$ cat src/hw/hspsi_pkg.sv
// Constants and types for the serial port select and two-wire register slave
package hspsi_pkg;
  // Two-wire slave address and register map
  localparam logic [6:0]  DEV_ADDR    = 7'h38;
  localparam logic [15:0] A_LAST_D32  = 16'he5ff;
  localparam logic [15:0] A_DIE_VER   = 16'he707;
  localparam logic [15:0] A_LAST_D8   = 16'he7fd;
  localparam logic [15:0] A_LAST_ADDR = 16'he9fe;
  localparam logic [15:0] A_LAST_D16  = 16'he9ff;
  localparam logic [15:0] A_LOCK_CFG  = 16'hea00;
  localparam logic [15:0] A_LAST_OPERATION_KIND   = 16'hea01;
  // Recorded operation kinds
  localparam logic [7:0]  OP_WRITE    = 8'hca;
  localparam logic [7:0]  OP_READ     = 8'h35;
  // Field positions in port_lock_config, and its reset value
  localparam int          LOCK_BIT    = 0;
  localparam int          FCAP_BIT    = 1;
  localparam logic [7:0]  CFG_RESET   = 8'h00;
  // Falling edges of the select pin that choose the four-wire port
  localparam logic [1:0]  SEL_TOGGLES = 2'h3;
  // Fastest serial clock and the shortest period it gives in system clocks
  localparam int          SCL_MAX_KHZ = 400;
  localparam int          CLK_KHZ     = 40000;
  localparam int          SCL_MIN_CYC = CLK_KHZ / SCL_MAX_KHZ;
  // Bit slot of the acknowledge in a nine-clock byte
  localparam logic [3:0]  ACK_SLOT    = 4'h8;

  typedef enum logic [5:0] {
    ST_IDLE = 6'h01,
    ST_DEV  = 6'h02,
    ST_ADDR = 6'h04,
    ST_WR   = 6'h08,
    ST_RD   = 6'h10,
    ST_SKIP = 6'h20
  } hspsi_state_type;
endpackage

$ cat src/hw/hspsi_top.sv
// Serial port selection, port lock, transfer record and two-wire slave
`timescale 1ns/100ps

module hspsi_top
  import hspsi_pkg::*;
#(
  parameter logic [7:0] DIE_VERSION = 8'h01  // Arbitrary value
) (
  input  wire logic        clk_i,
  input  wire logic        reset_i,
  input  wire logic        scl_i,
  input  wire logic        sda_i,
  output logic             sda_o,
  output logic             sda_oe_o,
  input  wire logic        shared_select_pin_i,
  input  wire logic        spi_cfg_wr_i,
  output logic             spi_sel_o,
  output logic             port_lock_o,
  output logic             fast_capture_en_o,
  output logic [15:0]      ext_addr_o,
  output logic [31:0]      ext_wdata_o,
  output logic             ext_wr_o,
  input  wire logic [31:0] ext_rdata_i,
  input  wire logic [2:0]  ext_bytes_i
);

  // ----------------------------------------------------------------
  // Decoding helpers
  // ----------------------------------------------------------------
  function automatic logic [2:0] reg_bytes(input logic [15:0] a, input logic [2:0] e);
    case (a)
      A_LAST_D32:                            reg_bytes = 3'h4;
      A_LAST_ADDR, A_LAST_D16:               reg_bytes = 3'h2;
      A_DIE_VER, A_LAST_D8, A_LOCK_CFG, A_LAST_OPERATION_KIND: reg_bytes = 3'h1;
      default:                               reg_bytes = e;
    endcase
  endfunction
  function automatic logic is_record(input logic [15:0] a);
    is_record = (a == A_LAST_D32) || (a == A_LAST_D8) || (a == A_LAST_ADDR) ||
                (a == A_LAST_D16) || (a == A_LAST_OPERATION_KIND);
  endfunction
  function automatic logic is_local(input logic [15:0] a);
    is_local = is_record(a) || (a == A_DIE_VER) || (a == A_LOCK_CFG);
  endfunction

  // ----------------------------------------------------------------
  // Pin synchronisers and edge history
  // ----------------------------------------------------------------
  logic scl_s1, scl_s2, scl_p;
  logic sda_s1, sda_s2, sda_p;
  logic sel_s1, sel_s2, sel_p;

  always_ff @(posedge clk_i) begin
    scl_s1 <= scl_i;
    scl_s2 <= scl_s1;
    scl_p  <= scl_s2;
    sda_s1 <= sda_i;
    sda_s2 <= sda_s1;
    sda_p  <= sda_s2;
    sel_s1 <= shared_select_pin_i;
    sel_s2 <= sel_s1;
    sel_p  <= sel_s2;
  end

  logic start_c, stop_c, rise_c, fall_c, sel_fall;
  // Edges are found on the system clock; a 400 kHz clock gives SCL_MIN_CYC per bit
  assign rise_c   = ~scl_p & scl_s2;
  assign fall_c   = scl_p & ~scl_s2;
  assign start_c  = scl_p & scl_s2 & sda_p & ~sda_s2;
  assign stop_c   = scl_p & scl_s2 & ~sda_p & sda_s2;
  assign sel_fall = sel_p & ~sel_s2;

  // ----------------------------------------------------------------
  // State
  // ----------------------------------------------------------------
  hspsi_state_type st_q, st_d;
  logic [3:0]  cnt_q, cnt_d;
  logic [7:0]  sh_q, sh_d;
  logic        idx_q, idx_d, pv_q, pv_d, ack_q, ack_d, drv_q, drv_d;
  logic [15:0] ptr_q, ptr_d;
  logic [2:0]  bc_q, bc_d;
  logic [31:0] wd_q, wd_d, tx_q, tx_d, rdv_q, rdv_d;
  logic        spi_q, spi_d, lock_q, lock_d, fcap_q, fcap_d, wr_q, wr_d;
  logic [1:0]  tog_q, tog_d;
  logic [7:0]  cfg_q, cfg_d, op_q, op_d;
  logic [15:0] la_q, la_d;
  logic [31:0] ld_q, ld_d;

  logic [7:0]  b_in;
  logic [2:0]  nb;
  logic [31:0] rv, msk, wdn;
  logic [5:0]  nbits;

  assign b_in  = {sh_q[6:0], sda_s2};
  assign nb    = reg_bytes(ptr_q, ext_bytes_i);
  assign nbits = {nb, 3'h0};
  assign msk   = ~(32'hffffffff << nbits);
  assign wdn   = {wd_q[23:0], b_in};

  // Local read mux; everything else comes from the register map outside
  always_comb begin
    case (ptr_q)
      A_DIE_VER:   rv = {24'h000000, DIE_VERSION};
      A_LAST_D8:   rv = {24'h000000, ld_q[7:0]};
      A_LAST_D16:  rv = {16'h0000, ld_q[15:0]};
      A_LAST_D32:  rv = ld_q;
      A_LAST_ADDR: rv = {16'h0000, la_q};
      A_LOCK_CFG:  rv = {24'h000000, cfg_q};
      A_LAST_OPERATION_KIND:   rv = {24'h000000, op_q};
      default:     rv = ext_rdata_i & msk;
    endcase
  end

  // ----------------------------------------------------------------
  // Next-state logic
  // ----------------------------------------------------------------
  always_comb begin
    st_d   = st_q;
    cnt_d  = cnt_q;
    sh_d   = sh_q;
    idx_d  = idx_q;
    pv_d   = pv_q;
    ack_d  = ack_q;
    drv_d  = drv_q;
    ptr_d  = ptr_q;
    bc_d   = bc_q;
    wd_d   = wd_q;
    tx_d   = tx_q;
    rdv_d  = rdv_q;
    spi_d  = spi_q;
    lock_d = lock_q;
    tog_d  = tog_q;
    cfg_d  = cfg_q;
    op_d   = op_q;
    la_d   = la_q;
    ld_d   = ld_q;
    wr_d   = 1'b0;

    // Port selection by select-pin toggles until locked
    if (!lock_q && !spi_q && sel_fall) begin
      if (tog_q == SEL_TOGGLES - 2'h1) begin
        spi_d = 1'b1;
      end else begin
        tog_d = tog_q + 2'h1;
      end
    end
    if (spi_q && spi_cfg_wr_i) begin
      lock_d = 1'b1;
    end

    if (spi_q) begin
      st_d  = ST_IDLE;
      drv_d = 1'b0;
    end else if (start_c) begin
      st_d  = ST_DEV;
      cnt_d = 4'h0;
      drv_d = 1'b0;
    end else if (stop_c) begin
      st_d  = ST_IDLE;
      drv_d = 1'b0;
    end else if (st_q != ST_IDLE && rise_c) begin
      if (cnt_q != ACK_SLOT) begin
        sh_d  = b_in;
        cnt_d = cnt_q + 4'h1;
        if (cnt_q == 4'h7) begin
          case (st_q)
            ST_DEV: begin
              ack_d = 1'b0;
              st_d  = ST_SKIP;
              if (b_in[7:1] == DEV_ADDR) begin
                if (!b_in[0]) begin
                  ack_d = 1'b1;
                  st_d  = ST_ADDR;
                  idx_d = 1'b0;
                end else if (pv_q) begin
                  ack_d = 1'b1;
                  st_d  = ST_RD;
                  tx_d  = rv << (6'h20 - nbits);
                  rdv_d = rv;
                  bc_d  = 3'h0;
                end
              end
            end
            ST_ADDR: begin
              ack_d = 1'b1;
              idx_d = 1'b1;
              if (!idx_q) begin
                ptr_d[15:8] = b_in;
                pv_d        = 1'b0;
              end else begin
                ptr_d[7:0] = b_in;
                pv_d       = 1'b1;
                st_d       = ST_WR;
                bc_d       = 3'h0;
                wd_d       = 32'h00000000;
              end
            end
            ST_WR: begin
              ack_d = 1'b1;
              if (bc_q < nb) begin
                wd_d = wdn;
                bc_d = bc_q + 3'h1;
                if (bc_q == nb - 3'h1) begin
                  op_d = OP_WRITE;
                  la_d = ptr_q;
                  ld_d = wdn;
                  if (ptr_q == A_LOCK_CFG) begin
                    cfg_d = wdn[7:0];
                    if (wdn[LOCK_BIT]) begin
                      lock_d = 1'b1;
                    end
                  end else if (!is_local(ptr_q)) begin
                    wr_d = 1'b1;
                  end
                end
              end
            end
            default: ack_d = 1'b0;
          endcase
        end
      end else begin
        cnt_d = 4'h0;
        if (st_q == ST_RD && !ack_q) begin  // Own acknowledge after 0x71 is no master reply
          if (bc_q == nb - 3'h1) begin
            st_d = ST_SKIP;
            if (sda_s2 && !is_record(ptr_q)) begin
              op_d = OP_READ;
              la_d = ptr_q;
              ld_d = rdv_q;
            end
          end else if (sda_s2) begin
            st_d = ST_SKIP;
          end else begin
            tx_d = {tx_q[23:0], 8'h00};
            bc_d = bc_q + 3'h1;
          end
        end
      end
    end else if (st_q != ST_IDLE && fall_c) begin
      // Drive low only: acknowledge slot or a zero data bit
      drv_d = ((cnt_q == ACK_SLOT) && ack_q) ||
              ((st_q == ST_RD) && (cnt_q < ACK_SLOT) &&
               !tx_q[{2'h3, ~cnt_q[2:0]}]);
    end

    fcap_d = cfg_d[FCAP_BIT] & ~spi_d;
  end

  // ----------------------------------------------------------------
  // Registers
  // ----------------------------------------------------------------
  always_ff @(posedge clk_i) begin
    st_q   <= reset_i ? ST_IDLE      : st_d;
    cnt_q  <= reset_i ? 4'h0         : cnt_d;
    sh_q   <= reset_i ? 8'h00        : sh_d;
    idx_q  <= reset_i ? 1'b0         : idx_d;
    pv_q   <= reset_i ? 1'b0         : pv_d;
    ack_q  <= reset_i ? 1'b0         : ack_d;
    drv_q  <= reset_i ? 1'b0         : drv_d;
    ptr_q  <= reset_i ? 16'h0000     : ptr_d;
    bc_q   <= reset_i ? 3'h0         : bc_d;
    wd_q   <= reset_i ? 32'h00000000 : wd_d;
    tx_q   <= reset_i ? 32'h00000000 : tx_d;
    rdv_q  <= reset_i ? 32'h00000000 : rdv_d;
    spi_q  <= reset_i ? 1'b0         : spi_d;
    lock_q <= reset_i ? 1'b0         : lock_d;
    fcap_q <= reset_i ? 1'b0         : fcap_d;
    tog_q  <= reset_i ? 2'h0         : tog_d;
    cfg_q  <= reset_i ? CFG_RESET    : cfg_d;
    op_q   <= reset_i ? 8'h00        : op_d;
    la_q   <= reset_i ? 16'h0000     : la_d;
    ld_q   <= reset_i ? 32'h00000000 : ld_d;
    wr_q   <= reset_i ? 1'b0         : wr_d;
    sda_o  <= 1'b0;
  end

  assign sda_oe_o          = drv_q;
  assign spi_sel_o         = spi_q;
  assign port_lock_o       = lock_q;
  assign fast_capture_en_o = fcap_q;
  assign ext_addr_o        = ptr_q;
  assign ext_wdata_o       = wd_q;
  assign ext_wr_o          = wr_q;
endmodule

$ cat config.mk
export PLATFORM = sky130hd
export DESIGN_NAME = hspsi_top
export DESIGN_NICKNAME = d
export VERILOG_FILES = /design/src/hw/hspsi_pkg.sv /design/src/hw/hspsi_top.sv
export SDC_FILE = /design/constraint.sdc
export NUM_CORES = 1
export LEC_CHECK = 0
export ABC_AREA = 1
export BUFFER_PORTS_ARGS = -buffer_cell sky130_fd_sc_hd__clkbuf_2
export CAP_MARGIN = 40
export CELL_PAD_IN_SITES_DETAIL_PLACEMENT = 2
export CELL_PAD_IN_SITES_GLOBAL_PLACEMENT = 2
export CORE_AREA = 2 2 179 181
export DETAILED_ROUTE_END_ITERATION = 8
export DIE_AREA = 0 0 181 183
export PLACE_DENSITY_LB_ADDON = 0.1
export REMOVE_ABC_BUFFERS = 1
export SYNTH_ARGS = -nofsm -noshare
export SYNTH_HDL_FRONTEND = slang
export SYNTH_SLANG_ARGS = --single-unit
export TNS_END_PERCENT = 100
$ cat constraint.sdc
create_clock -name clk_i -period 3.9 [get_ports clk_i]
set_input_delay 0.195 -clock clk_i [delete_from_list [all_inputs] [get_ports clk_i]]
set_output_delay 0.195 -clock clk_i [all_outputs]
set_load 0.02 [all_outputs]
== Yosys cells after proc, flatten, opt, wreduce, memory -nomap -nowiden ==
Index checks and enable logic that the tools add are counted.

* Eq/ne operators: 43
* $lt $le $gt $ge: 3
* Shifts and indexed selects: 2
* Reductions and logical operators: 55
* Bitwise logic cells: 29
* Add/sub/neg operators: 5
* Muxes and demuxes: 101

{| class="wikitable"
|+ Operators by type and width
! kind !! count
|-
| $mux 32 || 19
|-
| $pmux 32 s7 || 1
|-
| $mux 16 || 8
|-
| $eq 16x16->1 const B || 7
|-
| $mux 8 || 8
|-
| $pmux 32 s2 || 1
|-
| $mux 6 || 9
|-
| $and 32x32->32 || 1
|-
| $not 32->32 || 1
|-
| $shl 32x6->32 || 1
|-
| $shl 32x6->32 const A || 1
|-
| $mux 3 || 10
|-
| $mux 2 || 13
|-
| $mux 1 || 22
|-
| $reduce_and 10->1 || 2
|-
| $ne 3x3->1 const B || 6
|-
| $pmux 3 s3 || 2
|-
| $reduce_and 6->1 || 3
|-
| $reduce_and 9->1 || 2
|-
| $not 1->1 || 17
|-
| $mux 4 || 4
|-
| $ne 2x2->1 const B || 8
|-
| $reduce_and 8->1 || 2
|-
| $reduce_and 14->1 || 1
|-
| 46 further kinds || 89
|}

* Input bits: 41
* Output and inout port bits: 54
* Register bits after elaboration: 215

== Depth between registers and ports, before layout ==
Gate-level depths: netlist of run 1.

* Depth after elaboration: 15
* Mapped depth: 25
* Mapped depth without buffers: 23

== Least setup slack after synthesis of run 1 ==
No wires, ideal clock.

* Path type: flip-flop to flip-flop
* Start point: reg ptr_q[11], in the netlist ext_addr_o[11]
* End point: reg ld_q[6]
* Data arrival time: 3.271 ns
* Buffers on the path: 2
* Data required time: 3.772 ns
* Stages on the path, launching flop included: 26
* Path slack: 0.502 ns
* Cells stage by stage: dfxtp_1 > inv_1 > nand2_1 > inv_2 > nand2_1 > nor2_2 > nand2_2 > nand2_1 > nor2_1 > nand3_1 > nand2_1 > buf_2 > inv_1 > nand2_1 > clkinv_1 > ha_1 > xnor2_1 > nor2_1 > nand3_4 > nand2_4 > nand3_4 > buf_4 > nand2_1 > nand2_1 > nor2_1 > nor2_1

* Word-level cells in the longest chain between the ends: 9

{| class="wikitable"
|+ Ends and longest elaborated chain
! what !! RTL line !! text
|-
| start, declared || hspsi_top.sv:80 || <nowiki>logic [15:0] ptr_q, ptr_d;</nowiki>
|-
| start signal, assigned || hspsi_top.sv:260 || <nowiki>ptr_q <= reset_i ? 16'h0000 : ptr_d;</nowiki>
|-
| branches (longest 8 deep; another with $sub 3x1->3) || -- ||
|-
| $reduce_and 11->1 (no source line) (*) || -- ||
|-
| end signal, assigned || hspsi_top.sv:272 || <nowiki>ld_q <= reset_i ? 32'h00000000 : ld_d;</nowiki>
|-
| end, declared || hspsi_top.sv:87 || <nowiki>logic [31:0] ld_q, ld_d;</nowiki>
|}

Every way passes the cells marked *.
A chain may end at the register's enable or synchronous reset.

== Worst setup path after layout of run 1 ==
* Start point: reg ptr_q[7], in the netlist ext_addr_o[7]
* End point: reg ld_q[21]

The elaborated chain is that of the path after synthesis.

==> results.cfg, run 1 <==
[outcome]
outcome = finished clean

[finish]
antennaDiodeCount = 0
post-route-cell-area_um2 = 12100
final_nets = 1649
syn2layout_area_growth_pct = 18.9
nFillCells = 3768
layout_common_cells = nand2_1, nor2_1, dfxtp_1, inv_1, a21oi_1
final_common_cell = nand2_1
drive_above_1_share_pct = 13.3

[synth]
ys_seq_elements = 209
syn_area_um2 = 10200
syn_avg_cell_area_um2 = 6.77
yosysTopAreaCell = dfxtp_1
yosysWarningCount = 0
synthCells = 1506
post_synth_num_cell_types = 48
synth_edf_count = 0
ys_seq_area_share_pct = 41.1
synthTopCellsByArea = dfxtp_1, nand2_1, nor2_1
async_reset_ff_share_pct = 0
synth_ff_type = dfxtp_1
synth_top_area_share_pct = 41.1

[clock_network]
clkSlewWorstSetupHoldPaths_ps = 60
cts-root-buf = clkbuf_16
postCtsSetupRepairBufs = 0
htree_levels = 1
clock_sinks = 209
cts_tree = built
clock_latency_ps = 550
cts_max_path_buffers = 3
cts_made_buffers = 26

[setup_path]
worstPathMaxFanout = 29
crit_chain = nand2_1 -> inv_1 -> nand2_1 -> nor3_1 -> nand2_1 -> nand2_1 -> nor2_2 -> a21oi_2 -> ha_1 -> inv_1 -> a21oi_1 -> nand2_1 -> nand2_1 -> nand2_1 -> nand2_1 -> nor2_4 -> nand3_4 -> buf_12 -> nand2_1 -> nand2_1 -> nor2_1 -> nor2_1
crit_top_cell = nand2_1
crit_family = simple AND/OR/NAND/NOR gates
endpoint_kind = register
critical_path_arrival_ps = 3970
startpoint_type = register
slowest_stage = dfxtp_1
path_buf_inv = 3
cp_data_required_time_ps = 4300
slowest_delay_ps = 390
worstSetupPathType = reg -> reg

[power]
combPwrFrac_pct = 6.0
p_switching_mw = 1.20
clkPwrFrac_pct = 49.9
power_density_nw_per_um2 = 405
p_sw_share_pct = 24.6
leakage_nw = 5.18
p_int_mw = 3.70
ir_worst_vdd_mv = 0.273
seq_power_share_pct = 44.0

[job]
drv_cap = 0

[timing]
rsz0062_at_grt = no
worst_pin_slew_ps = 642
report.final.slew_viol_count = 0
period_needed_ps = 3570
hold_viol = 0
fin_crit_sh_pct = 91.5
slew_headroom_pct = 57.2
holdWs_ps = 57.7
skew_ps = 17.8
setup_viol = 0
max_freq_ghz = 0.280

[grt]
grt_use_total_pct = 25.2
grt_pass1_wl_um = 65300
grt_max_degree = 63
antenna_found_initial = 0
grt_pass1_vias = 11400
grt-ovfl-total = 0

[detailed_routing]
ant_nets = 0
wirelength_um = 41700
drt_iter0_drc = 569
route.detailed.drc = 0
vias_per_cell = 5.24
num_vias = 10600
drt-wirelength-per-cell_um = 20.6
drt_first_pass_iters = 5

[placement]
dp_hpwl_um = 30200
postPlaceCellArea_um2 = 11200
gp_congestion = 0.850
port_buffers = 93

[floorplanning]
fp.dieH_um = 183
die_area_um2 = 33100
start_util_pct = 32.6
io_pins = 95
num_rows = 65
core-area_um2 = 31200
die_w_um = 181

[min_path]
hold_class = in -> reg
==> registers in the layout (all words and copies together) (netlist names), 2 cells and up <==
register and flops:
st_q 6, ext_addr_o 16, ext_wdata_o 32, op_q 2, ld_q 32, bc_q 3
rdv_q 32, tx_q 32, tog_q 2, la_q 16, cfg_q 8, cnt_q 4
sh_q 7
==> area by class of cell <==
| type | count | area, um2 | share of cell area (%) |
|---|---|---|---|
| timing repair buffer | 134 | 861 | 7.10 |
| clock inverter | 8 | 92.6 | 0.764 |
| multi-input combinational | 1067 | 5100 | 42.1 |
| sequential | 209 | 4190 | 34.5 |
| clock buffer | 39 | 761 | 6.28 |
| inverter | 163 | 617 | 5.09 |
| tap | 402 | 503 | 4.15 |
==> per-layer routing <==
layer / track usage (%) / share of wire [%]
met1: 33.1 / 46
met2: 43.8 / 48
met3: 2.46 / 2.5
met4: 7.48 / 2.8
met5: 0 / 0
==> worst paths after layout <==
kind / start / endpoint / slack (ps) / depth (start not counted)
min reg2reg: sel_s1 / sel_s2 / 330 / 0
max reg2reg: ext_addr_o[7] / ld_q[21] / 330 / 22
min: ext_rdata_i[20] / rdv_q[20] / 60 / 5
max: ext_addr_o[7] / ld_q[21] / 330 / 22
==> stage by stage <==
step           util (%)  TNS [ps]  setup WS (ps)  std cells  total power, mW
3_3_place_gp       35.9         0            286       1971             2.49
4_1_cts            38.7         0           62.5       2022             4.97
3_5_place_dp       35.9         0            131       1971             2.50
2_1_floorplan         -    -23160           -583       1439             2.35
6_report           38.8         0            332       2022             4.90
5_1_grt            38.8         0           10.1       2022             5.09
==> power by group through the flow <==
| stage | clock network [mW] | logic, mW | registers, mW |
|---|---|---|---|
| after global routing | 2.60 | 0.326 | 2.16 |
| final | 2.45 | 0.296 | 2.16 |
| after CTS | 2.52 | 0.296 | 2.16 |
| after global placement | 0 | 0.285 | 2.21 |
| after detailed placement | 0 | 0.290 | 2.21 |
| after floorplan | 0 | 0.145 | 2.20 |
==> synthesized netlist by cell type, types with 6 or more instances <==
| cell | count |
|---|---|
| nand2_1 | 314 |
| nor2_1 | 224 |
| dfxtp_1 | 209 |
| inv_1 | 153 |
| a21oi_1 | 139 |
| nand3_1 | 121 |
| o21ai_0 | 97 |
| clkbuf_1 | 40 |
| o21ai_1 | 33 |
| o211ai_1 | 29 |
| nor3_1 | 17 |
| buf_2 | 14 |
| nor2_2 | 12 |
| a22oi_1 | 10 |
| o21a_1 | 8 |
| a32oi_1 | 7 |
| ha_1 | 7 |
| buf_4 | 6 |
| nor4_1 | 6 |
==> logic make-up (layout without fill, tap and decap cells) <==
| group | Yosys count | in the layout | share of synthesized area [%] |
|---|---|---|---|
| compound gates | 335 | 335 | 18.3 |
| other cells | 1 | 1 | 0.0368 |
| xor+xnor | 2 | 2 | 0.172 |
| flops | 209 | 209 | 41.1 |
| fa+ha+maj | 7 | 7 | 0.859 |
| simple gates | 722 | 722 | 30.4 |
| buf+inv | 230 | 344 | 9.26 |
==> timing repair <==
item                                    CTS  global route
gates resized for setup                   0             8
endpoints found under the hold margin     4             0
endpoints found under the setup margin    0            67
hold buffers                              4             0
==> worst min-delay path: cells and delay by family <==
kind | cells | cell delay [ps]
compound gates | 1 | 70
simple gates | 2 | 190
buf+inv | 2 | 110
(Power assumes the default switching activity.)
==> inputs of run 2 (changes only) <==
--- a/config.mk
+++ b/config.mk
@@ -10,9 +10,9 @@
 export CAP_MARGIN = 40
 export CELL_PAD_IN_SITES_DETAIL_PLACEMENT = 2
 export CELL_PAD_IN_SITES_GLOBAL_PLACEMENT = 2
-export CORE_AREA = 2 2 179 181
+export CORE_AREA = 2 2 172 174
 export DETAILED_ROUTE_END_ITERATION = 8
-export DIE_AREA = 0 0 181 183
+export DIE_AREA = 0 0 174 176
 export PLACE_DENSITY_LB_ADDON = 0.1
 export REMOVE_ABC_BUFFERS = 1
 export SYNTH_ARGS = -nofsm -noshare
==> constraint.sdc (replaced) <==
create_clock -name clk_i -period 4.6 [get_ports clk_i]
set_input_delay 0.23 -clock clk_i [delete_from_list [all_inputs] [get_ports clk_i]]
set_output_delay 0.23 -clock clk_i [all_outputs]
set_load 0.02 [all_outputs]
==> run 2 against run 1 <==
Sequential share of layout area rose by 0.34 points. Sequential cell count unchanged. Via count rose by 1.4%. Clock skew fell by 3.5 ps. Total power shrank 14%. Routed wire length up 2.6%. Count of clock-buffer cells in the layout decreased by 2. Critical path depth shrank 3. Final cell count fell by 1.6%. Combinational power down 16%. Fmax decreased by 15%. Hold slack lost 21 ps. Critical path type unchanged. Largest cell class unchanged.
==> results.cfg, run 2 (synthesized netlist as in run 1, its figures left out) <==
[power]
p_switching_mw = 0.995
totalPowerFinal_mw = 4.21
p_int_mw = 3.22
p_sw_share_pct = 23.6
seq_power_share_pct = 43.5
combPwrFrac_pct = 5.9
ir_worst_vdd_mv = 0.192
power_density_nw_per_um2 = 351
leakage_nw = 5.11
clkPwrFrac_pct = 50.5

[grt]
grt_use_total_pct = 27.5
grt-ovfl-total = 0
grt_max_degree = 55
grt_pass1_wl_um = 66300
grt_pass1_vias = 11400
antenna_found_initial = 0

[clock_network]
htree_levels = 1
cts_made_buffers = 25
clkSlewWorstSetupHoldPaths_ps = 60
cts_tree = built
cts_max_path_buffers = 3
clock_latency_ps = 530
clock_sinks = 209
cts-root-buf = clkbuf_16

[setup_path]
slowest_delay_ps = 470
worstSetupPathType = reg -> reg
crit_chain = nand2_1 -> inv_1 -> nand2_1 -> nor3_1 -> nand2_1 -> nand2_1 -> inv_1 -> nand2_1 -> inv_1 -> nand2_1 -> clkinv_1 -> ha_1 -> xnor2_1 -> nor2_1 -> nand3_4 -> nand2_4 -> nand4_4 -> o21ai_0 -> nor2_1
crit_top_cell = nand2_1
endpoint_kind = register
slowest_stage = o21ai_0
cp_data_required_time_ps = 5010
critical_path_arrival_ps = 4630
worstPathMaxFanout = 17
startpoint_type = register

[detailed_routing]
drt_first_pass_iters = 5
wirelength_um = 42800
drt_iter0_drc = 641
drt-wirelength-per-cell_um = 21.5
num_vias = 10700
ant_nets = 0
vias_per_cell = 5.40
route.detailed.drc = 0

[timing]
setup_viol = 0
fin_ws_ps = 387
worst_pin_slew_ps = 734
holdWs_ps = 36.4
report.final.slew_viol_count = 0
skew_ps = 14.2
max_freq_ghz = 0.237
fin_crit_sh_pct = 91.6
rsz0062_at_grt = no
period_needed_ps = 4210
slew_headroom_pct = 50.7
setup-tns-final_ps = 0
hold_viol = 0

[floorplanning]
fp.dieH_um = 176
start_util_pct = 35.7
io_pins = 95
die_area_um2 = 30600
die_w_um = 174
num_rows = 62
core-area_um2 = 28500

[finish]
final_nets = 1637
postLayoutCoreUtil_pct = 42.0
drive_above_1_share_pct = 12.3
fin_cells = 1989
regArea_um2 = 4180
nFillCells = 3521
post-route-cell-area_um2 = 12000
antennaDiodeCount = 0
final_common_cell = nand2_1
syn2layout_area_growth_pct = 17.7
layout_common_cells = nand2_1, nor2_1, dfxtp_1, inv_1, a21oi_1
multiInputGateArea_um2 = 5120

[min_path]
hold_class = in -> reg

[placement]
dp_hpwl_um = 30100
postPlaceCellArea_um2 = 11000
placedCellCount = 1940
gp_congestion = 0.883
dp_slack_ps = 347
port_buffers = 93

[job]
drv_cap = 0

[outcome]
outcome = finished clean
==> run 2: final cells by class <==
type	instances	share of cell area [%]
Multi-Input combinational cell	1069	42.7
Sequential cell	209	34.9
Clock buffer	37	6.17
Timing Repair Buffer	121	6.01
Inverter	163	5.12
Tap cell	384	4.01
Clock inverter	6	1.12
==> run 2: power by group through the flow <==
stage	registers [mW]	clock network [mW]	logic (mW)
finish	1.83	2.13	0.250
floorplan	1.87	0	0.123
global placement	1.87	0	0.235
CTS	1.83	2.17	0.246
detailed placement	1.87	0	0.240
global route	1.83	2.24	0.271
==> run 2: path summary, 6_finish.rpt <==
check	slack [ps]	depth (start not counted)	end	start
worst max-delay path	390	19	la_q[9]	ext_addr_o[7]
worst max register to register	390	19	la_q[9]	ext_addr_o[7]
worst min-delay path	40	3	port_lock_o	spi_cfg_wr_i
worst min register to register	340	0	sel_s2	sel_s1
==> run 2: critical path, delay by kind of cell (launching register included) <==
family | cells | cell delay [ps]
AND/OR/NAND/NOR | 12 | 2350
AO/OA/AOI/OAI | 1 | 470
buffers and inverters | 4 | 410
flip-flops | 1 | 400
adder cells (fa/ha/maj) | 1 | 330
XOR/XNOR | 1 | 140
==> run 2: repair_timing <==
action	in CTS	in global routing
buffers inserted	0	1
gates resized for setup	0	3
hold buffers	3	0
hold endpoints to repair	3	0
endpoints found under the setup margin	0	21
==> run 2: per-layer routing <==
metal / part of all wire (%) / up-vias / track usage, % / routed length [um]
met1: 46 / 5419 / 35.9 / 19500
met2: 50 / 176 / 50.3 / 21200
li1: - / 5103 / - / -
met5: 0 / - / 0 / 0
met4: 1.2 / 0 / 4.03 / 517
met3: 3.7 / 42 / 2.78 / 1570
==> inputs of run 3 (changes only) <==
--- a/config.mk
+++ b/config.mk
@@ -13,6 +13,7 @@
 export CORE_AREA = 2 2 172 174
 export DETAILED_ROUTE_END_ITERATION = 8
 export DIE_AREA = 0 0 174 176
+export GPL_TIMING_DRIVEN = 0
 export PLACE_DENSITY_LB_ADDON = 0.1
 export REMOVE_ABC_BUFFERS = 1
 export SYNTH_ARGS = -nofsm -noshare
==> constraint.sdc (replaced) <==
create_clock -name clk_i -period 5.5 [get_ports clk_i]
set_input_delay 0.275 -clock clk_i [delete_from_list [all_inputs] [get_ports clk_i]]
set_output_delay 0.275 -clock clk_i [all_outputs]
set_load 0.02 [all_outputs]
==> run 3 against run 2 <==
Utilization about the same. Hold slack better by 36 ps. Sequential share of layout area hardly changed. Clock skew is 1.2 ps lower. Final cell count shrank 0.45%. Highest routed layer unchanged.
==> results.cfg, run 3 (synthesized netlist as in run 1, its figures left out) <==
[outcome]
outcome = finished clean

[detailed_routing]
num_vias = 10700
ant_nets = 0
drt-wirelength-per-cell_um = 21.3
vias_per_cell = 5.40
route.detailed.drc = 0
drt_first_pass_iters = 6
wirelength_um = 42100
drt_iter0_drc = 569

[finish]
syn2layout_area_growth_pct = 17.8
nFillCells = 3525
layout_common_cells = nand2_1, nor2_1, dfxtp_1, inv_1, a21oi_1
multiInputGateArea_um2 = 5150
antennaDiodeCount = 0
postLayoutCoreUtil_pct = 42.0
final_common_cell = nand2_1
drive_above_1_share_pct = 12.2
final_nets = 1626
regArea_um2 = 4180

[floorplanning]
num_rows = 62
die_area_um2 = 30600
io_pins = 95
fp.dieH_um = 176
die_w_um = 174
core-area_um2 = 28500
start_util_pct = 35.7

[power]
leakage_nw = 5.06
ir_worst_vdd_mv = 0.198
p_int_mw = 2.61
clkPwrFrac_pct = 50.0
p_switching_mw = 0.859
p_sw_share_pct = 24.8
seq_power_share_pct = 44.1
power_density_nw_per_um2 = 289
combPwrFrac_pct = 5.9

[setup_path]
startpoint_type = register
r2r_start = ext_addr_o[13]
critical_path_arrival_ps = 5490
cp_data_required_time_ps = 5960
r2r-end = ld_q[20]
startpoint = ext_addr_o[13]
worstSetupPathType = reg -> reg
endpoint_kind = register
worstPathMaxFanout = 16
setup.worst_path.end = ld_q[20]
r2r_cells = 20
ff2ff_setup_slack_ps = 470

[timing]
report.final.slew_viol_count = 0
setup_viol = 0
max_freq_ghz = 0.199
hold_viol = 0
rsz0062_at_grt = no
skew_ps = 13.1
fin_crit_sh_pct = 91.5
slew_headroom_pct = 43.9
holdWs_ps = 72.7
worst_pin_slew_ps = 838
setup-tns-final_ps = 0
period_needed_ps = 5030

[clock_network]
htree_levels = 1
cts_max_path_buffers = 3
clkSlewWorstSetupHoldPaths_ps = 60
postCtsSetupRepairBufs = 0
cts_tree = built
clock_sinks = 209
clock_latency_ps = 540
cts-root-buf = clkbuf_16
cts_made_buffers = 25

[grt]
grt_use_total_pct = 27.1
grt_pass1_wl_um = 65100
antenna_found_initial = 0
grt-ovfl-total = 0
grt_max_degree = 59
grt_pass1_vias = 11400

[placement]
port_buffers = 93
dp_hpwl_um = 29400
gp_congestion = 0.881

[min_path]
hold_class = in -> reg

[job]
drv_cap = 0
[run 3: cell types whose count changed in the layout (fill, tap and decap cells not counted), moves of 2 or more]
cell | before | now
clkinvlp_4 | 0 | 3
nand2_1 | 314 | 312
buf_6 | 0 | 3
inv_4 | 1 | 3
inv_2 | 6 | 4
buf_16 | 0 | 3
clkinv_2 | 1 | 3
nor2_4 | 1 | 4
inv_6 | 0 | 3
clkbuf_8 | 7 | 4
nand2_2 | 4 | 6
nor2_2 | 13 | 11
buf_4 | 22 | 2
[run 3: per-stage QoR]
| stage | instances | instance area (um2) | setup WS, ps | total power, mW |
|---|---|---|---|---|
| after floorplan | 1439 | 9860 | 1020 | 1.67 |
| after global placement | 1916 | 10800 | -2280 | 1.76 |
| after detailed placement | 1930 | 11100 | 146 | 1.76 |
| after CTS | 1978 | 12000 | 54.5 | 3.50 |
| after global routing | 1980 | 12000 | 75.9 | 3.58 |
| final | 1980 | 12000 | 470 | 3.47 |
[run 3: cell type report]
class                           instances  area share (%)
Inverter                              163            5.19
Clock inverter                         12            1.29
Timing Repair Buffer                  110            5.95
Tap cell                              384            4.00
Multi-Input combinational cell       1069            42.9
Sequential cell                       209            34.9
Clock buffer                           33            5.80
[run 3: how the worst min path moves through the flow]
stage                       startpoint     endpoint  slack (ps)  cells past startpoint
after floorplan                  scl_i       scl_s1         300                      0
after global placement          sel_s1       sel_s2         310                      0
after detailed placement        scl_s1       scl_s2         320                      0
after CTS                 spi_cfg_wr_i  port_lock_o          60                      3
after global routing      spi_cfg_wr_i  port_lock_o          60                      3
final                     spi_cfg_wr_i  port_lock_o          70                      3
[run 3: worst max-delay path: stages, from the launching register on]
cell,delay [ps]
dfxtp_1,460
inv_1,90
nor2_1,130
nand2_2,130
nor2_2,180
nand2_1,340
nand2_1,270
nor2_2,70
nand2_1,330
inv_1,340
nand2_2,310
clkinvlp_4,270
ha_1,370
xnor2_1,140
nor2_1,250
nand3_4,150
nand2_4,220
nand4_4,360
nor2_1,350
nor2_1,70
nor2_1,110
[run 3: power groups by stage]
stage | logic (mW) | registers, mW | clock network, mW
2_1_floorplan | 0.103 | 1.56 | 0
3_3_place_gp | 0.191 | 1.57 | 0
3_5_place_dp | 0.198 | 1.57 | 0
4_1_cts | 0.203 | 1.53 | 1.77
5_1_grt | 0.224 | 1.53 | 1.83
6_report | 0.204 | 1.53 | 1.74
[run 3: per-layer routing]
metal / vias to the layer above / share of wire, % / global-route usage [%]
met5: - / 0 / 0
met1: 5355 / 45 / 35.1
met3: 69 / 3.9 / 3.27
met4: 0 / 2.8 / 7.39
li1: 5080 / - / -
met2: 181 / 48 / 47.6
[run 3: what timing repair did]
action                                  in CTS  in global routing
endpoints found under the hold margin        3                  0
resized for setup                            0                  7
hold buffers                                 3                  0
endpoints found under the setup margin       0                 75
